$ cat src/pkg/cic_defs.vh
`ifndef CIC_DEFS_VH
`define CIC_DEFS_VH
// Word indices of the two control registers; the byte address is four times the index
`define CIC_IDX_CTRL 8'h0B
`define CIC_IDX_PFLAG 8'h0C
// Register byte offsets, every register on its own aligned word
`define CIC_OFS_CTRL (`CIC_IDX_CTRL << 2)
`define CIC_OFS_PFLAG (`CIC_IDX_PFLAG << 2)
`define CIC_OFS_PEN 8'h10
`define CIC_OFS_IOC 8'h14
`define CIC_OFS_PORT 8'h18
`define CIC_OFS_TIMER 8'h1C
`define CIC_OFS_ISTAT 8'h20
`define CIC_OFS_IMASK 8'h24
// Interrupt control field positions
`define CIC_GIE_BIT 7
`define CIC_PERIPHERAL_GROUP_ENABLE_BIT 6
`define CIC_TOE_BIT 5
`define CIC_EXE_BIT 4
`define CIC_PCE_BIT 3
`define CIC_TOF_BIT 2
`define CIC_EXF_BIT 1
`define CIC_PCF_BIT 0
// Reset values and timer maximum
`define CIC_CTRL_RST 8'h00
`define CIC_PFLAG_RST 8'h00
`define CIC_TIMER_MAX 8'hFF
// Bus responses
`define CIC_RESP_OKAY 2'h0
`define CIC_RESP_SLVERR 2'h2
`endif

$ cat src/rtl/cic_change_detect.v
`timescale 1ns/100ps
// Port change detector: compares pins with the value latched at last port access
module cic_change_detect #(
  parameter PINS = 6
) (
  // Clock and enable
  input wire mclk,
  input wire ce,
  // Port side
  input wire [PINS-1:0] portPins,
  input wire [PINS-1:0] detectEnables,
  input wire portAccess,
  // Result
  output wire mismatch
);
  reg [PINS-1:0] lastRead_reg;
  // Latch is deliberately not reset, so its value survives a reset; the mismatch stays masked until the enables are written again
  always @(posedge mclk) begin
    if (ce && portAccess) begin
      lastRead_reg <= portPins;
    end
  end
  // Mismatch of any enabled pin
  assign mismatch = |((portPins ^ lastRead_reg) & detectEnables);
endmodule

$ cat src/rtl/cic_timer.v
`timescale 1ns/100ps
// Free running eight bit timer with overflow pulse
module cic_timer #(
  parameter W = 8
) (
  // Clock and enable
  input wire mclk,
  input wire ce,
  // Software load and count tick
  input wire load,
  input wire [W-1:0] loadValue,
  input wire tick,
  // Status
  output reg [W-1:0] count,
  output reg overflow
);
  // No reset: the count is left as it was
  always @(posedge mclk) begin
    if (ce) begin
      overflow <= 1'b0;
      if (load) begin
        count <= loadValue;
      end else if (tick) begin
        count <= count + {{(W-1){1'b0}}, 1'b1};
        overflow <= &count;
      end
    end
  end
endmodule

$ cat src/rtl/cic_core_irq.v
`timescale 1ns/100ps
`include "cic_defs.vh"
module cic_core_irq #(
  parameter PINS = 6,
  parameter PFLAGS = 8
) (
  // Clock, reset, enable
  input wire mclk,
  input wire rst,
  input wire ce,
  // AXI4-Lite write address
  input wire [7:0] s_axi_awaddr,
  input wire s_axi_awvalid,
  output reg s_axi_awready,
  // AXI4-Lite write data
  input wire [31:0] s_axi_wdata,
  input wire [3:0] s_axi_wstrb,
  input wire s_axi_wvalid,
  output reg s_axi_wready,
  // AXI4-Lite write response
  output reg [1:0] s_axi_bresp,
  output reg s_axi_bvalid,
  input wire s_axi_bready,
  // AXI4-Lite read address
  input wire [7:0] s_axi_araddr,
  input wire s_axi_arvalid,
  output reg s_axi_arready,
  // AXI4-Lite read data
  output reg [31:0] s_axi_rdata,
  output reg [1:0] s_axi_rresp,
  output reg s_axi_rvalid,
  input wire s_axi_rready,
  // Event sources and core sleep state
  input wire timerTick,
  input wire externalIrqPin,
  input wire [PINS-1:0] portPins,
  input wire [PFLAGS-1:0] periphEvents,
  input wire coreSleeping,
  // Core side
  output reg irqRequest,
  output reg wakeRequest,
  output reg irqOut
);
  // Write state machine, one-hot
  localparam WS_IDLE = 3'b001;
  localparam WS_DATA = 3'b010;
  localparam WS_RESP = 3'b100;

  reg [2:0] wState_reg;
  reg [7:0] wAddr_reg;
  reg [31:0] wData_reg;
  reg [3:0] wStrb_reg;
  reg addrHeld_reg;
  reg dataHeld_reg;
  reg [7:0] ctrl_reg;
  reg [7:0] ctrl_next;
  reg [PFLAGS-1:0] pflag_reg;
  reg [PFLAGS-1:0] pflag_next;
  reg [PFLAGS-1:0] pen_reg;
  reg [PINS-1:0] ioc_reg;
  reg [7:0] istat_reg;
  reg [7:0] istat_next;
  reg [7:0] imask_reg;
  reg extPinPrev_reg;
  wire [7:0] timerCount;
  wire timerOverflow;
  wire portMismatch;
  wire wrFire;
  wire extEdge;
  wire portRead;
  wire portWrite;
  wire [7:0] events;
  wire coreHit;
  wire periphHit;

  // Register selection shared by read and write paths
  function isReg;
    input [7:0] addr;
    input [7:0] ofs;
    begin
      isReg = (addr[7:2] == ofs[7:2]);
    end
  endfunction

  assign wrFire = (wState_reg == WS_DATA) && ce;
  assign extEdge = externalIrqPin & ~extPinPrev_reg;
  assign portRead = ce && s_axi_arvalid && s_axi_arready && isReg(s_axi_araddr, `CIC_OFS_PORT);
  assign portWrite = wrFire && wStrb_reg[0] && isReg(wAddr_reg, `CIC_OFS_PORT);

  // Port access refreshes the compare latch
  cic_change_detect #(
    .PINS(PINS)
  ) uChange (
    .mclk(mclk),
    .ce(ce),
    .portPins(portPins),
    .detectEnables(ioc_reg),
    .portAccess(portRead | portWrite),
    .mismatch(portMismatch)
  );

  cic_timer #(
    .W(8)
  ) uTimer (
    .mclk(mclk),
    .ce(ce),
    .load(wrFire && wStrb_reg[0] && isReg(wAddr_reg, `CIC_OFS_TIMER)),
    .loadValue(wData_reg[7:0]),
    .tick(timerTick),
    .count(timerCount),
    .overflow(timerOverflow)
  );

  // Event vector in control flag layout; the OR of the peripheral events takes bit 3, bits above are zero
  assign events = {4'h0, |periphEvents, timerOverflow, extEdge, portMismatch};

  // Next control value: software write, then hardware set wins
  always @* begin
    ctrl_next = ctrl_reg;
    if (wrFire && wStrb_reg[0] && isReg(wAddr_reg, `CIC_OFS_CTRL)) begin
      ctrl_next = wData_reg[7:0];
    end
    if (timerOverflow) begin
      ctrl_next[`CIC_TOF_BIT] = 1'b1;
    end
    if (extEdge) begin
      ctrl_next[`CIC_EXF_BIT] = 1'b1;
    end
    if (portMismatch) begin
      ctrl_next[`CIC_PCF_BIT] = 1'b1;
    end
  end

  // Peripheral flags: write stores, event sets
  always @* begin
    pflag_next = pflag_reg;
    if (wrFire && wStrb_reg[0] && isReg(wAddr_reg, `CIC_OFS_PFLAG)) begin
      pflag_next = wData_reg[PFLAGS-1:0];
    end
    pflag_next = pflag_next | periphEvents;
  end

  // Sticky status, write one to clear, set beats clear
  always @* begin
    istat_next = istat_reg;
    if (wrFire && wStrb_reg[0] && isReg(wAddr_reg, `CIC_OFS_ISTAT)) begin
      istat_next = istat_reg & ~wData_reg[7:0];
    end
    istat_next = istat_next | events;
  end

  // Request terms
  assign coreHit = |(ctrl_reg[`CIC_TOE_BIT:`CIC_PCE_BIT] & ctrl_reg[`CIC_TOF_BIT:`CIC_PCF_BIT]);
  assign periphHit = ctrl_reg[`CIC_PERIPHERAL_GROUP_ENABLE_BIT] && |(pflag_reg & pen_reg);

  // Register state
  always @(posedge mclk or posedge rst) begin
    if (rst) begin
      ctrl_reg <= `CIC_CTRL_RST;
      pflag_reg <= `CIC_PFLAG_RST;
      pen_reg <= {PFLAGS{1'b0}};
      ioc_reg <= {PINS{1'b0}};
      istat_reg <= 8'h00;
      imask_reg <= 8'h00;
      extPinPrev_reg <= 1'b0;
      irqRequest <= 1'b0;
      wakeRequest <= 1'b0;
      irqOut <= 1'b0;
    end else if (ce) begin
      ctrl_reg <= ctrl_next;
      pflag_reg <= pflag_next;
      istat_reg <= istat_next;
      extPinPrev_reg <= externalIrqPin;
      if (wrFire && wStrb_reg[0] && isReg(wAddr_reg, `CIC_OFS_PEN)) begin
        pen_reg <= wData_reg[PFLAGS-1:0];
      end
      if (wrFire && wStrb_reg[0] && isReg(wAddr_reg, `CIC_OFS_IOC)) begin
        ioc_reg <= wData_reg[PINS-1:0];
      end
      if (wrFire && wStrb_reg[0] && isReg(wAddr_reg, `CIC_OFS_IMASK)) begin
        imask_reg <= wData_reg[7:0];
      end
      // Gating by global enable; group enable gates only the peripheral term
      irqRequest <= ctrl_reg[`CIC_GIE_BIT] && (coreHit || periphHit);
      // Wake ignores global enable so sleep ends even with interrupts off
      wakeRequest <= coreSleeping && ctrl_reg[`CIC_PCE_BIT] && ctrl_reg[`CIC_PCF_BIT];
      irqOut <= |(istat_reg & imask_reg);
    end
  end

  // Write channel: address and data taken in either order
  always @(posedge mclk or posedge rst) begin
    if (rst) begin
      wState_reg <= WS_IDLE;
      addrHeld_reg <= 1'b0;
      dataHeld_reg <= 1'b0;
      wAddr_reg <= 8'h00;
      wData_reg <= 32'h00000000;
      wStrb_reg <= 4'h0;
      s_axi_awready <= 1'b0;
      s_axi_wready <= 1'b0;
      s_axi_bvalid <= 1'b0;
      s_axi_bresp <= `CIC_RESP_OKAY;
    end else if (ce) begin
      case (wState_reg)
        WS_IDLE: begin
          s_axi_awready <= ~addrHeld_reg & ~s_axi_awready;
          s_axi_wready <= ~dataHeld_reg & ~s_axi_wready;
          if (s_axi_awvalid && s_axi_awready) begin
            wAddr_reg <= s_axi_awaddr;
            addrHeld_reg <= 1'b1;
            s_axi_awready <= 1'b0;
          end
          if (s_axi_wvalid && s_axi_wready) begin
            wData_reg <= s_axi_wdata;
            wStrb_reg <= s_axi_wstrb;
            dataHeld_reg <= 1'b1;
            s_axi_wready <= 1'b0;
          end
          if ((addrHeld_reg || (s_axi_awvalid && s_axi_awready)) &&
              (dataHeld_reg || (s_axi_wvalid && s_axi_wready))) begin
            s_axi_awready <= 1'b0;
            s_axi_wready <= 1'b0;
            wState_reg <= WS_DATA;
          end
        end
        WS_DATA: begin
          s_axi_bresp <= (isReg(wAddr_reg, `CIC_OFS_CTRL) || isReg(wAddr_reg, `CIC_OFS_PFLAG) ||
                          isReg(wAddr_reg, `CIC_OFS_PEN) || isReg(wAddr_reg, `CIC_OFS_IOC) ||
                          isReg(wAddr_reg, `CIC_OFS_PORT) || isReg(wAddr_reg, `CIC_OFS_TIMER) ||
                          isReg(wAddr_reg, `CIC_OFS_ISTAT) || isReg(wAddr_reg, `CIC_OFS_IMASK))
                         ? `CIC_RESP_OKAY : `CIC_RESP_SLVERR;
          s_axi_bvalid <= 1'b1;
          addrHeld_reg <= 1'b0;
          dataHeld_reg <= 1'b0;
          wState_reg <= WS_RESP;
        end
        WS_RESP: begin
          if (s_axi_bready) begin
            s_axi_bvalid <= 1'b0;
            wState_reg <= WS_IDLE;
          end
        end
        default: begin
          wState_reg <= WS_IDLE;
        end
      endcase
    end
  end

  // Read channel: one outstanding read, data one cycle after address
  always @(posedge mclk or posedge rst) begin
    if (rst) begin
      s_axi_arready <= 1'b0;
      s_axi_rvalid <= 1'b0;
      s_axi_rdata <= 32'h00000000;
      s_axi_rresp <= `CIC_RESP_OKAY;
    end else if (ce) begin
      s_axi_arready <= ~s_axi_rvalid & ~s_axi_arready & ~(s_axi_arvalid & s_axi_arready);
      if (s_axi_arvalid && s_axi_arready) begin
        s_axi_arready <= 1'b0;
        s_axi_rvalid <= 1'b1;
        s_axi_rresp <= `CIC_RESP_OKAY;
        s_axi_rdata <= 32'h00000000;
        if (isReg(s_axi_araddr, `CIC_OFS_CTRL)) begin
          s_axi_rdata[7:0] <= ctrl_reg;
        end else if (isReg(s_axi_araddr, `CIC_OFS_PFLAG)) begin
          s_axi_rdata[PFLAGS-1:0] <= pflag_reg;
        end else if (isReg(s_axi_araddr, `CIC_OFS_PEN)) begin
          s_axi_rdata[PFLAGS-1:0] <= pen_reg;
        end else if (isReg(s_axi_araddr, `CIC_OFS_IOC)) begin
          s_axi_rdata[PINS-1:0] <= ioc_reg;
        end else if (isReg(s_axi_araddr, `CIC_OFS_PORT)) begin
          s_axi_rdata[PINS-1:0] <= portPins;
        end else if (isReg(s_axi_araddr, `CIC_OFS_TIMER)) begin
          s_axi_rdata[7:0] <= timerCount;
        end else if (isReg(s_axi_araddr, `CIC_OFS_ISTAT)) begin
          s_axi_rdata[7:0] <= istat_reg;
        end else if (isReg(s_axi_araddr, `CIC_OFS_IMASK)) begin
          s_axi_rdata[7:0] <= imask_reg;
        end else begin
          s_axi_rresp <= `CIC_RESP_SLVERR;
        end
      end else if (s_axi_rvalid && s_axi_rready) begin
        s_axi_rvalid <= 1'b0;
      end
    end
  end
endmodule

$ cat config.mk
export PLATFORM = sky130hd
export DESIGN_NAME = cic_core_irq
export DESIGN_NICKNAME = d
export VERILOG_FILES = /design/src/rtl/cic_change_detect.v /design/src/rtl/cic_timer.v /design/src/rtl/cic_core_irq.v
export VERILOG_INCLUDE_DIRS = /design/src /design/src/pkg
export SDC_FILE = /design/constraint.sdc
export NUM_CORES = 1
export LEC_CHECK = 0
export ABC_CLOCK_PERIOD_IN_PS = 4600
export BUFFER_PORTS_ARGS = -buffer_cell sky130_fd_sc_hd__buf_4
export CORE_AREA = 2 2 105 107
export CTS_CLUSTER_SIZE = 10
export DETAILED_ROUTE_END_ITERATION = 16
export DIE_AREA = 0 0 107 109
export GPL_TIMING_DRIVEN = 0
export PLACE_DENSITY = 0.74
export SETUP_SLACK_MARGIN = 0.1
export SLEW_MARGIN = 5
export SYNTH_ARGS = -nofsm -noshare
export SYNTH_HDL_FRONTEND = slang
export SYNTH_SLANG_ARGS = --single-unit
$ cat constraint.sdc
create_clock -name mclk -period 4.6 [get_ports mclk]
set_input_delay 0.92 -clock mclk [delete_from_list [all_inputs] [get_ports mclk]]
set_output_delay 0.92 -clock mclk [all_outputs]
set_load 0.02 [all_outputs]
# ---- After elaboration in Yosys (flattened, before gate mapping)
# Index checks and enable logic that the tools add are counted.
dict set report totals {
  regBits 104
  in_bits 77
}
dict set report classes {
  n_mux 43
  n_reduce_logical 65
  addsub 1
  eq_ne 23
  bitwise 25
}
# cell n
set ops {}
lappend ops {{$mux 8} 10}
lappend ops {{$eq 6x3->1 const B} 8}
lappend ops {{$eq 6x4->1 const B} 8}
lappend ops {{$and 8x8->8} 3}
lappend ops {{$reduce_and 2->1} 12}
lappend ops {{$reduce_or 8->1} 3}
lappend ops {{$logic_and 1x1->1} 23}
lappend ops {{$mux 2} 11}
lappend ops {{$reduce_and 3->1} 6}
lappend ops {{$reduce_bool 2->1} 7}
lappend ops {{$mux 1} 13}
lappend ops {{$mux 6} 2}
lappend ops {{$logic_or 1x1->1} 10}
lappend ops {{$mux 3} 3}
lappend ops {{$not 1->1} 9}
lappend ops {{$pmux 3 s3} 1}
lappend ops {{$add 8x1->8 const B} 1}
lappend ops {{$ne 2x2->1 const B} 4}
lappend ops {{$not 8->8} 1}
lappend ops {{$or 8x4->8} 1}
lappend ops {{$or 8x8->8} 1}
lappend ops {{$reduce_and 8->1} 1}
lappend ops {{$and 1x1->1} 6}
lappend ops {{$and 6x6->6} 1}
lappend ops {{other kinds (10)} 12}

# ---- Logic depth before layout (Yosys ltp)
# Gate-level depths: netlist (run 1).
dict set report depth {
  word_depth 9
  ltp_mapped 7
  depth_no_buf 5
}

# ---- Modules after synthesis
# A second synthesis (run 1) with hierarchy kept.
dict set report hier_totals {
  cells_unflattened 478
  hier_area_um2 5172.5
}
# module seq_area_each_um2 n_inst cells_each area_per_inst_um2
set modules_own_cells {}
lappend modules_own_cells {cic_core_irq 2128.3 1 413 4398.0}
lappend modules_own_cells {cic_timer 270.3 1 48 508.0}
lappend modules_own_cells {cic_change_detect 180.2 1 17 266.5}

# ---- Worst setup path before layout (run 1)
# Ideal clock, no wire load.
dict set report synth_path {
  kind {input-to-reg}
  from {input port ce}
  to {register uTimer.count[0] (enable)}
  path_buffers 3
  setup_ns 0.370
  stages 7
  setup_slack_ns 1.656
  arrival_time_ns 2.574
  cell_sequence {clkbuf_1 > and4bb_2 > and4_1 > clkbuf_1 > clkbuf_1 > nor2_1 > nor2_1}
}
dict set report synth_between {
  elab_chain_cells 5
}
# item line
set synth_lines {}
lappend synth_lines {{from (decl)} cic_core_irq.v:10} ;# input wire ce,
lappend synth_lines {{$logic_and 1x1->1} cic_core_irq.v:85} ;# assign wrFire = (wState_reg == WS_DATA) && ce;
lappend synth_lines {{$logic_and 1x1->1 (2 in series)} cic_core_irq.v:107} ;# .load(wrFire && wStrb_reg[0] && isReg(wAddr_reg, `CIC_OFS_TIMER)),
lappend synth_lines {{$reduce_bool 2->1 (no source line)} --}
lappend synth_lines {{$reduce_and 2->1 (no source line) *} --}
lappend synth_lines {{to (signal assigned)} cic_timer.v:22} ;# count <= loadValue;
lappend synth_lines {{to (signal assigned)} cic_timer.v:24} ;# count <= count + {{(W-1){1'b0}}, 1'b1};
lappend synth_lines {{to (decl)} cic_timer.v:14} ;# output reg [W-1:0] count,
# Every way passes the cells marked *; elsewhere a longest branch is shown, timed or not.
# A chain may end at the register's enable or synchronous reset.

# ---- Final worst setup path (run 1)
dict set report layout_path {
  from {input port ce}
  to {register uTimer.count[2] (enable)}
}
# Same word-level chain as after synthesis.

==> impl_metrics.tcl, run 1 <==
set metrics [dict create \
    synth_area_leaders "dfrtp_1, mux2_2, edfxtp_1, mux2i_1, buf_4" \
    row_count 38 \
    grt-ovfl-total 0 \
    drive_above_1_share 0.280 \
    gr-usage-all-layers 0.247 \
    power.density_mw_per_mm2 425 \
    fp.dieW_um 107 \
    period_share 0.696 \
    p_leak_nw 2.68 \
    min_period_ps 3200 \
    final_common_cell "buf_4" \
    final_nets 648 \
    io_buffers 63 \
    maxSlewViolCount 0 \
    cts_root_buf "clkbuf_8" \
    syn_area_sq_mm 0.00515 \
    postRouteWirelength_um 13800 \
    fin_skew_ps 13.8 \
    clkSinkCount 100 \
    cp_slowest_cell "nor2_1" \
    startpoint "ce" \
    path_delay_family "simple AND/OR/NAND/NOR gates" \
    tightest_slew_ps 1250 \
    path_cells "buf_4 -> clkbuf_1 -> and4bb_2 -> and4_1 -> clkbuf_1 -> clkbuf_1 -> nor2_1 -> nor2_1" \
    synth_top_area_frac 0.408 \
    synth_cells 469 \
    cts_buffers 9 \
    max_cap_violations 0 \
    grt_pass1_vias 4027 \
    htreeDepth 3 \
    slew_headroom 0.160 \
    synth-edff-count 15 \
    start_util 0.486 \
    slowest_delay_ps 510 \
    cts.clk_slew.worst_paths_ps 100 \
    path_buf_inv 4 \
    cts-resized-gates 0 \
    clock_path_buffers 2 \
    status "finished, final reports clean" \
    hold_violations 0 \
    cts_tree "built" \
    gp_congestion 0.943 \
    ir_drop_uv 250 \
    crit_path_frequent_cell "clkbuf_1" \
    synth_seq_cells 100 \
    worstPathArrival_ps 3210 \
    coreArea_sq_mm 0.0106 \
    ys_warn_count 0 \
    postCtsSetupBuffers 0 \
    start_kind "primary input" \
    fill_cells 930 \
    crit_path_end_kind "register" \
    dieArea_sq_mm 0.0117 \
    power.total_mw 2.61 \
    syn_avg_cell_area_sq_um 11.0 \
    place_area_sq_mm 0.00593 \
    area_delta_synth_final_pct 19.5 \
    synth-main-ff-cell "dfrtp_1" \
    worstPathRequired_ps 4610 \
    grt_pass1_wl_um 21700 \
    final_cell_mix "buf_4, dfrtp_1, mux2_2" \
    design_area_sq_mm 0.00615 \
    reg2reg_from "wState_reg[2]" \
    rsz0062_at_grt "false" \
    yosysSeqAreaShare 0.501 \
    hold_path_class "primary input to async pin" \
    worstPathMaxFanout 10 \
    drtPass1Iterations 5 \
    antenna_found_initial 0 \
    fmax_mhz 313 \
    fin_tns_setup_ps 0 \
    synth-async-reset-ratio 0.850 \
    ant_nets 0 \
    boundaryPins 121 \
    synth.distinct_cells 55 \
    drc 0 \
    grt_max_degree 64 \
    setup_viol 0 \
    synth_top_cell_by_area "dfrtp_1" \
    vias 4109 \
    dp_hpwl_um 10200 \
    critical_path_class "primary input to register" \
    die_h_um 109 \
    hold_buffers 0 \
    first_iter_violations 345 \
    antenna_cells 0 \
    clk_latency_ps 370 \
    wire_per_inst_um 19.3 \
    vias_per_cell 5.75 \
]
-- path summary, 6_finish.rpt --
check                                  end  slack, ps  depth (start not counted)
setup / recovery           uTimer.count[2]       1400                          8
hold / removal                pflag_reg[0]        510                          2
setup reg to reg           uTimer.count[2]       1750                          7
hold reg to reg               istat_reg[3]        520                          1
max in group asynchronous    wState_reg[0]       3450                          3
min in group mclk             istat_reg[3]        520                          1
-- report_power, final --
part | total, mW | switching, mW | internal [mW]
registers | 1.31 | 0.244 | 1.06
clock network | 0.628 | 0.320 | 0.308
logic | 0.676 | 0.352 | 0.324
total | 2.61 | 0.916 | 1.70
-- cells by family (layout without fill, tap and decap cells) --
| logic type | after synthesis | count (layout) | synth area share |
|---|---|---|---|
| muxes | 65 | 65 | 0.137 |
| other | 1 | 26 | 0.000728 |
| xor gates and xnor gates | 12 | 12 | 0.0204 |
| adders and majority gates | 1 | 1 | 0.00243 |
| and+or+nand+nor | 138 | 138 | 0.142 |
| buffers and inverters | 54 | 135 | 0.0600 |
| DFF | 100 | 100 | 0.501 |
| AOI/OAI and AO/OA | 98 | 98 | 0.136 |
-- Yosys cell counts (4+ instances only) --
cell type and instances:
dfrtp_1 84, mux2_2 45, nor2_1 35, nand2_1 32
buf_4 26, mux2i_1 20, o21ai_0 19, nor3_1 17
clkbuf_1 15, edfxtp_1 15, a221o_1 10, a21oi_1 9
a22oi_1 9, nor2b_1 9, a221oi_1 8, nand3_1 8
xor2_1 8, a21o_1 7, a31oi_1 7, nand3b_1 7
a211oi_1 6, inv_1 6, o22ai_1 6, a21boi_0 5
a22o_1 5, buf_1 5, or4_1 4, xnor2_1 4
-- per-layer routing --
layer	track usage	up-vias	share of wire
met5	0	-	0
met4	0.0826	0	0.028
met3	0.0508	29	0.071
met2	0.412	170	0.48
met1	0.325	2016	0.42
li1	-	1894	-
-- stage by stage --
step / util / setup slack, ps / hold slack, ps / instances
6_report: 0.580 / 1400 / 505 / 715
5_1_grt: 0.580 / 1090 / 517 / 715
4_1_cts: 0.580 / 1390 / 502 / 715
3_5_place_dp: 0.560 / 986 / 498 / 699
3_3_place_gp: 0.556 / 463 / 488 / 697
2_1_floorplan: - / 1490 / 471 / 494
-- cell type report --
| class | instances | area (sq um) | area share |
|---|---|---|---|
| tap | 140 | 175 | 0.0285 |
| clock inverter | 6 | 88.8 | 0.0144 |
| timing repair buffer | 65 | 508 | 0.0826 |
| inverter | 6 | 25.0 | 0.00407 |
| sequential | 100 | 2580 | 0.419 |
| clock buffer | 10 | 128 | 0.0207 |
| multi-input combinational | 340 | 2360 | 0.384 |
| buffer | 48 | 287 | 0.0466 |
Power figures use the tool's default switching activity.
==> inputs of run 2 (changes only) <==
Settings changed: ABC_CLOCK_PERIOD_IN_PS 4600 to 2700, CORE_AREA 2 2 105 107 to 2 2 106 108, DIE_AREA 0 0 107 109 to 0 0 108 110, PLACE_DENSITY 0.74 to 0.75.
Clock period 4.6 ns to 2.7 ns, I/O delays scaled along.
==> run 2 against run 1 <==
Compared with the run above: first-iteration DRC count down 31%; clock power rose by 58%; combinational power rose by 73%; critical path type is now register to register; largest cell class unchanged.
==> impl_metrics.tcl, run 2 (synthesis gave the netlist of run 1 again) <==
set metrics [dict create \
    status "finished, final reports clean" \
    start_kind "register" \
    fin_cells 715 \
    boundaryPins 121 \
    clock_path_buffers 2 \
    p_switching_mw 1.55 \
    row_count 38 \
    clkPwrFrac 0.226 \
    power.total_mw 4.39 \
    gr-usage-all-layers 0.242 \
    final_cell_mix "buf_4, dfrtp_1, mux2_2" \
    fin_tns_setup_ps 0 \
    antenna_cells 0 \
    ir_drop_uv 483 \
    hold_violations 0 \
    p_leak_nw 2.68 \
    drc 0 \
    p_int_mw 2.84 \
    final_common_cell "buf_4" \
    combPwrFrac 0.266 \
    worstPathArrival_ps 2600 \
    clk_latency_ps 370 \
    critical_path_class "register to register" \
    use_met2 0.413 \
    coreArea_sq_mm 0.0107 \
    power.density_mw_per_mm2 711 \
    die_h_um 110 \
    fin_util 0.576 \
    multiInputGateArea_sq_mm 0.00238 \
    gp_congestion 0.903 \
    seqPwrFrac 0.508 \
    vias 4152 \
    drive_above_1_share 0.290 \
    dp.cells 699 \
    hold_buffers 0 \
    dp_hpwl_um 10400 \
    hold_path_class "primary input to async pin" \
    grt_pass1_vias 3992 \
    fin_skew_ps 7.91 \
    gr-usage-met3 0.0388 \
    drtPass1Iterations 7 \
    p_sw_frac 0.352 \
    max_cap_violations 0 \
    grt_pass1_wl_um 21500 \
    ant_nets 0 \
    period_share 0.868 \
    seq_area_sq_mm 0.00258 \
    slew_headroom 0.393 \
    cts_tree "built" \
    area_delta_synth_final_pct 19.8 \
    dieArea_sq_mm 0.0119 \
    io_buffers 63 \
    setup_viol 0 \
    maxSlewViolCount 0 \
    cts_root_buf "clkbuf_8" \
    htreeDepth 3 \
    wire_per_inst_um 19.4 \
    worstPathMaxFanout 10 \
    tightest_slew_ps 908 \
    whs_ps 192 \
    fp.dieW_um 108 \
    rsz0062_at_grt "false" \
    worstPathRequired_ps 2960 \
    grt_max_degree 42 \
    cts_buffers 9 \
    crit_path_end_kind "register" \
    first_iter_violations 239 \
    clkSinkCount 100 \
    start_util 0.481 \
    cts.clk_slew.worst_paths_ps 90 \
    fmax_mhz 427 \
    fill_cells 933 \
    vias_per_cell 5.81 \
    busiest_layer "met2" \
    grt-ovfl-total 0 \
    antenna_found_initial 0 \
    final_nets 648 \
    postRouteWirelength_um 13900 \
    met1_usage 0.320 \
    min_period_ps 2340 \
]
## run 2: cell types whose count changed in the layout (fill, tap and decap cells not counted), sizes merged
cell	change
clkinv	+1
bufinv	-1
clkbuf	+1
inv	-2
clkinvlp	+1
## run 2: worst paths after layout
kind | startpoint | to | slack (ps) | cells after the start
worst max register to register | wState_reg[0] | wData_reg[3] | 360 | 4
worst max-delay path | wState_reg[0] | wData_reg[3] | 360 | 4
worst min register to register | extPinPrev_reg | extPinPrev_reg | 520 | 1
min in group mclk | portPins[2] | uChange.lastRead_reg[2] | 360 | 1
max in group asynchronous | rst | wState_reg[0] | 1680 | 4
worst min-delay path | rst | wData_reg[4] | 190 | 2
## run 2: metal layers
metal  vias up  part of all wire  wire length (um)
met5         -                 0                 0
met4         0             0.019               265
met3        24             0.069               963
met2       192              0.48              6690
met1      2056              0.43              5950
li1       1880                 -                 -
## run 2: worst max-delay path, stage by stage (launching register included)
cell	delay, ps
dfstp_2	520
clkbuf_1	240
nand3_1	270
nor2_1	780
mux2_2	420
## run 2: repair_timing
item,4_1_cts,5_1_grt
endpoints found under the setup margin,10,14
setup buffers,0,0
cloned,0,0
resized for setup,3,5
## run 2: cell type report
type,count,area share
sequential,100,0.418
multi-input combinational,340,0.386
timing repair buffer,65,0.0832
buffer,48,0.0469
tap,140,0.0284
clock buffer,11,0.0246
clock inverter,5,0.00812
inverter,6,0.00426
## run 2: power by group through the flow
stage / Sequential, mW / Combinational, mW / Clock [mW]
after floorplan: 2.20 / 0.651 / 0
after global placement: 2.23 / 1.12 / 0
after detailed placement: 2.25 / 1.16 / 0
after CTS: 2.22 / 1.17 / 0.999
after global routing: 2.27 / 1.27 / 1.07
final: 2.23 / 1.17 / 0.990
## run 2: metrics by stage
step | cell area (sq um) | worst slack, ps
CTS | 6160 | 151
global placement | 5890 | -723
floorplan | 5250 | 136
global route | 6170 | 223
finish | 6170 | 357
detailed placement | 5940 | -540
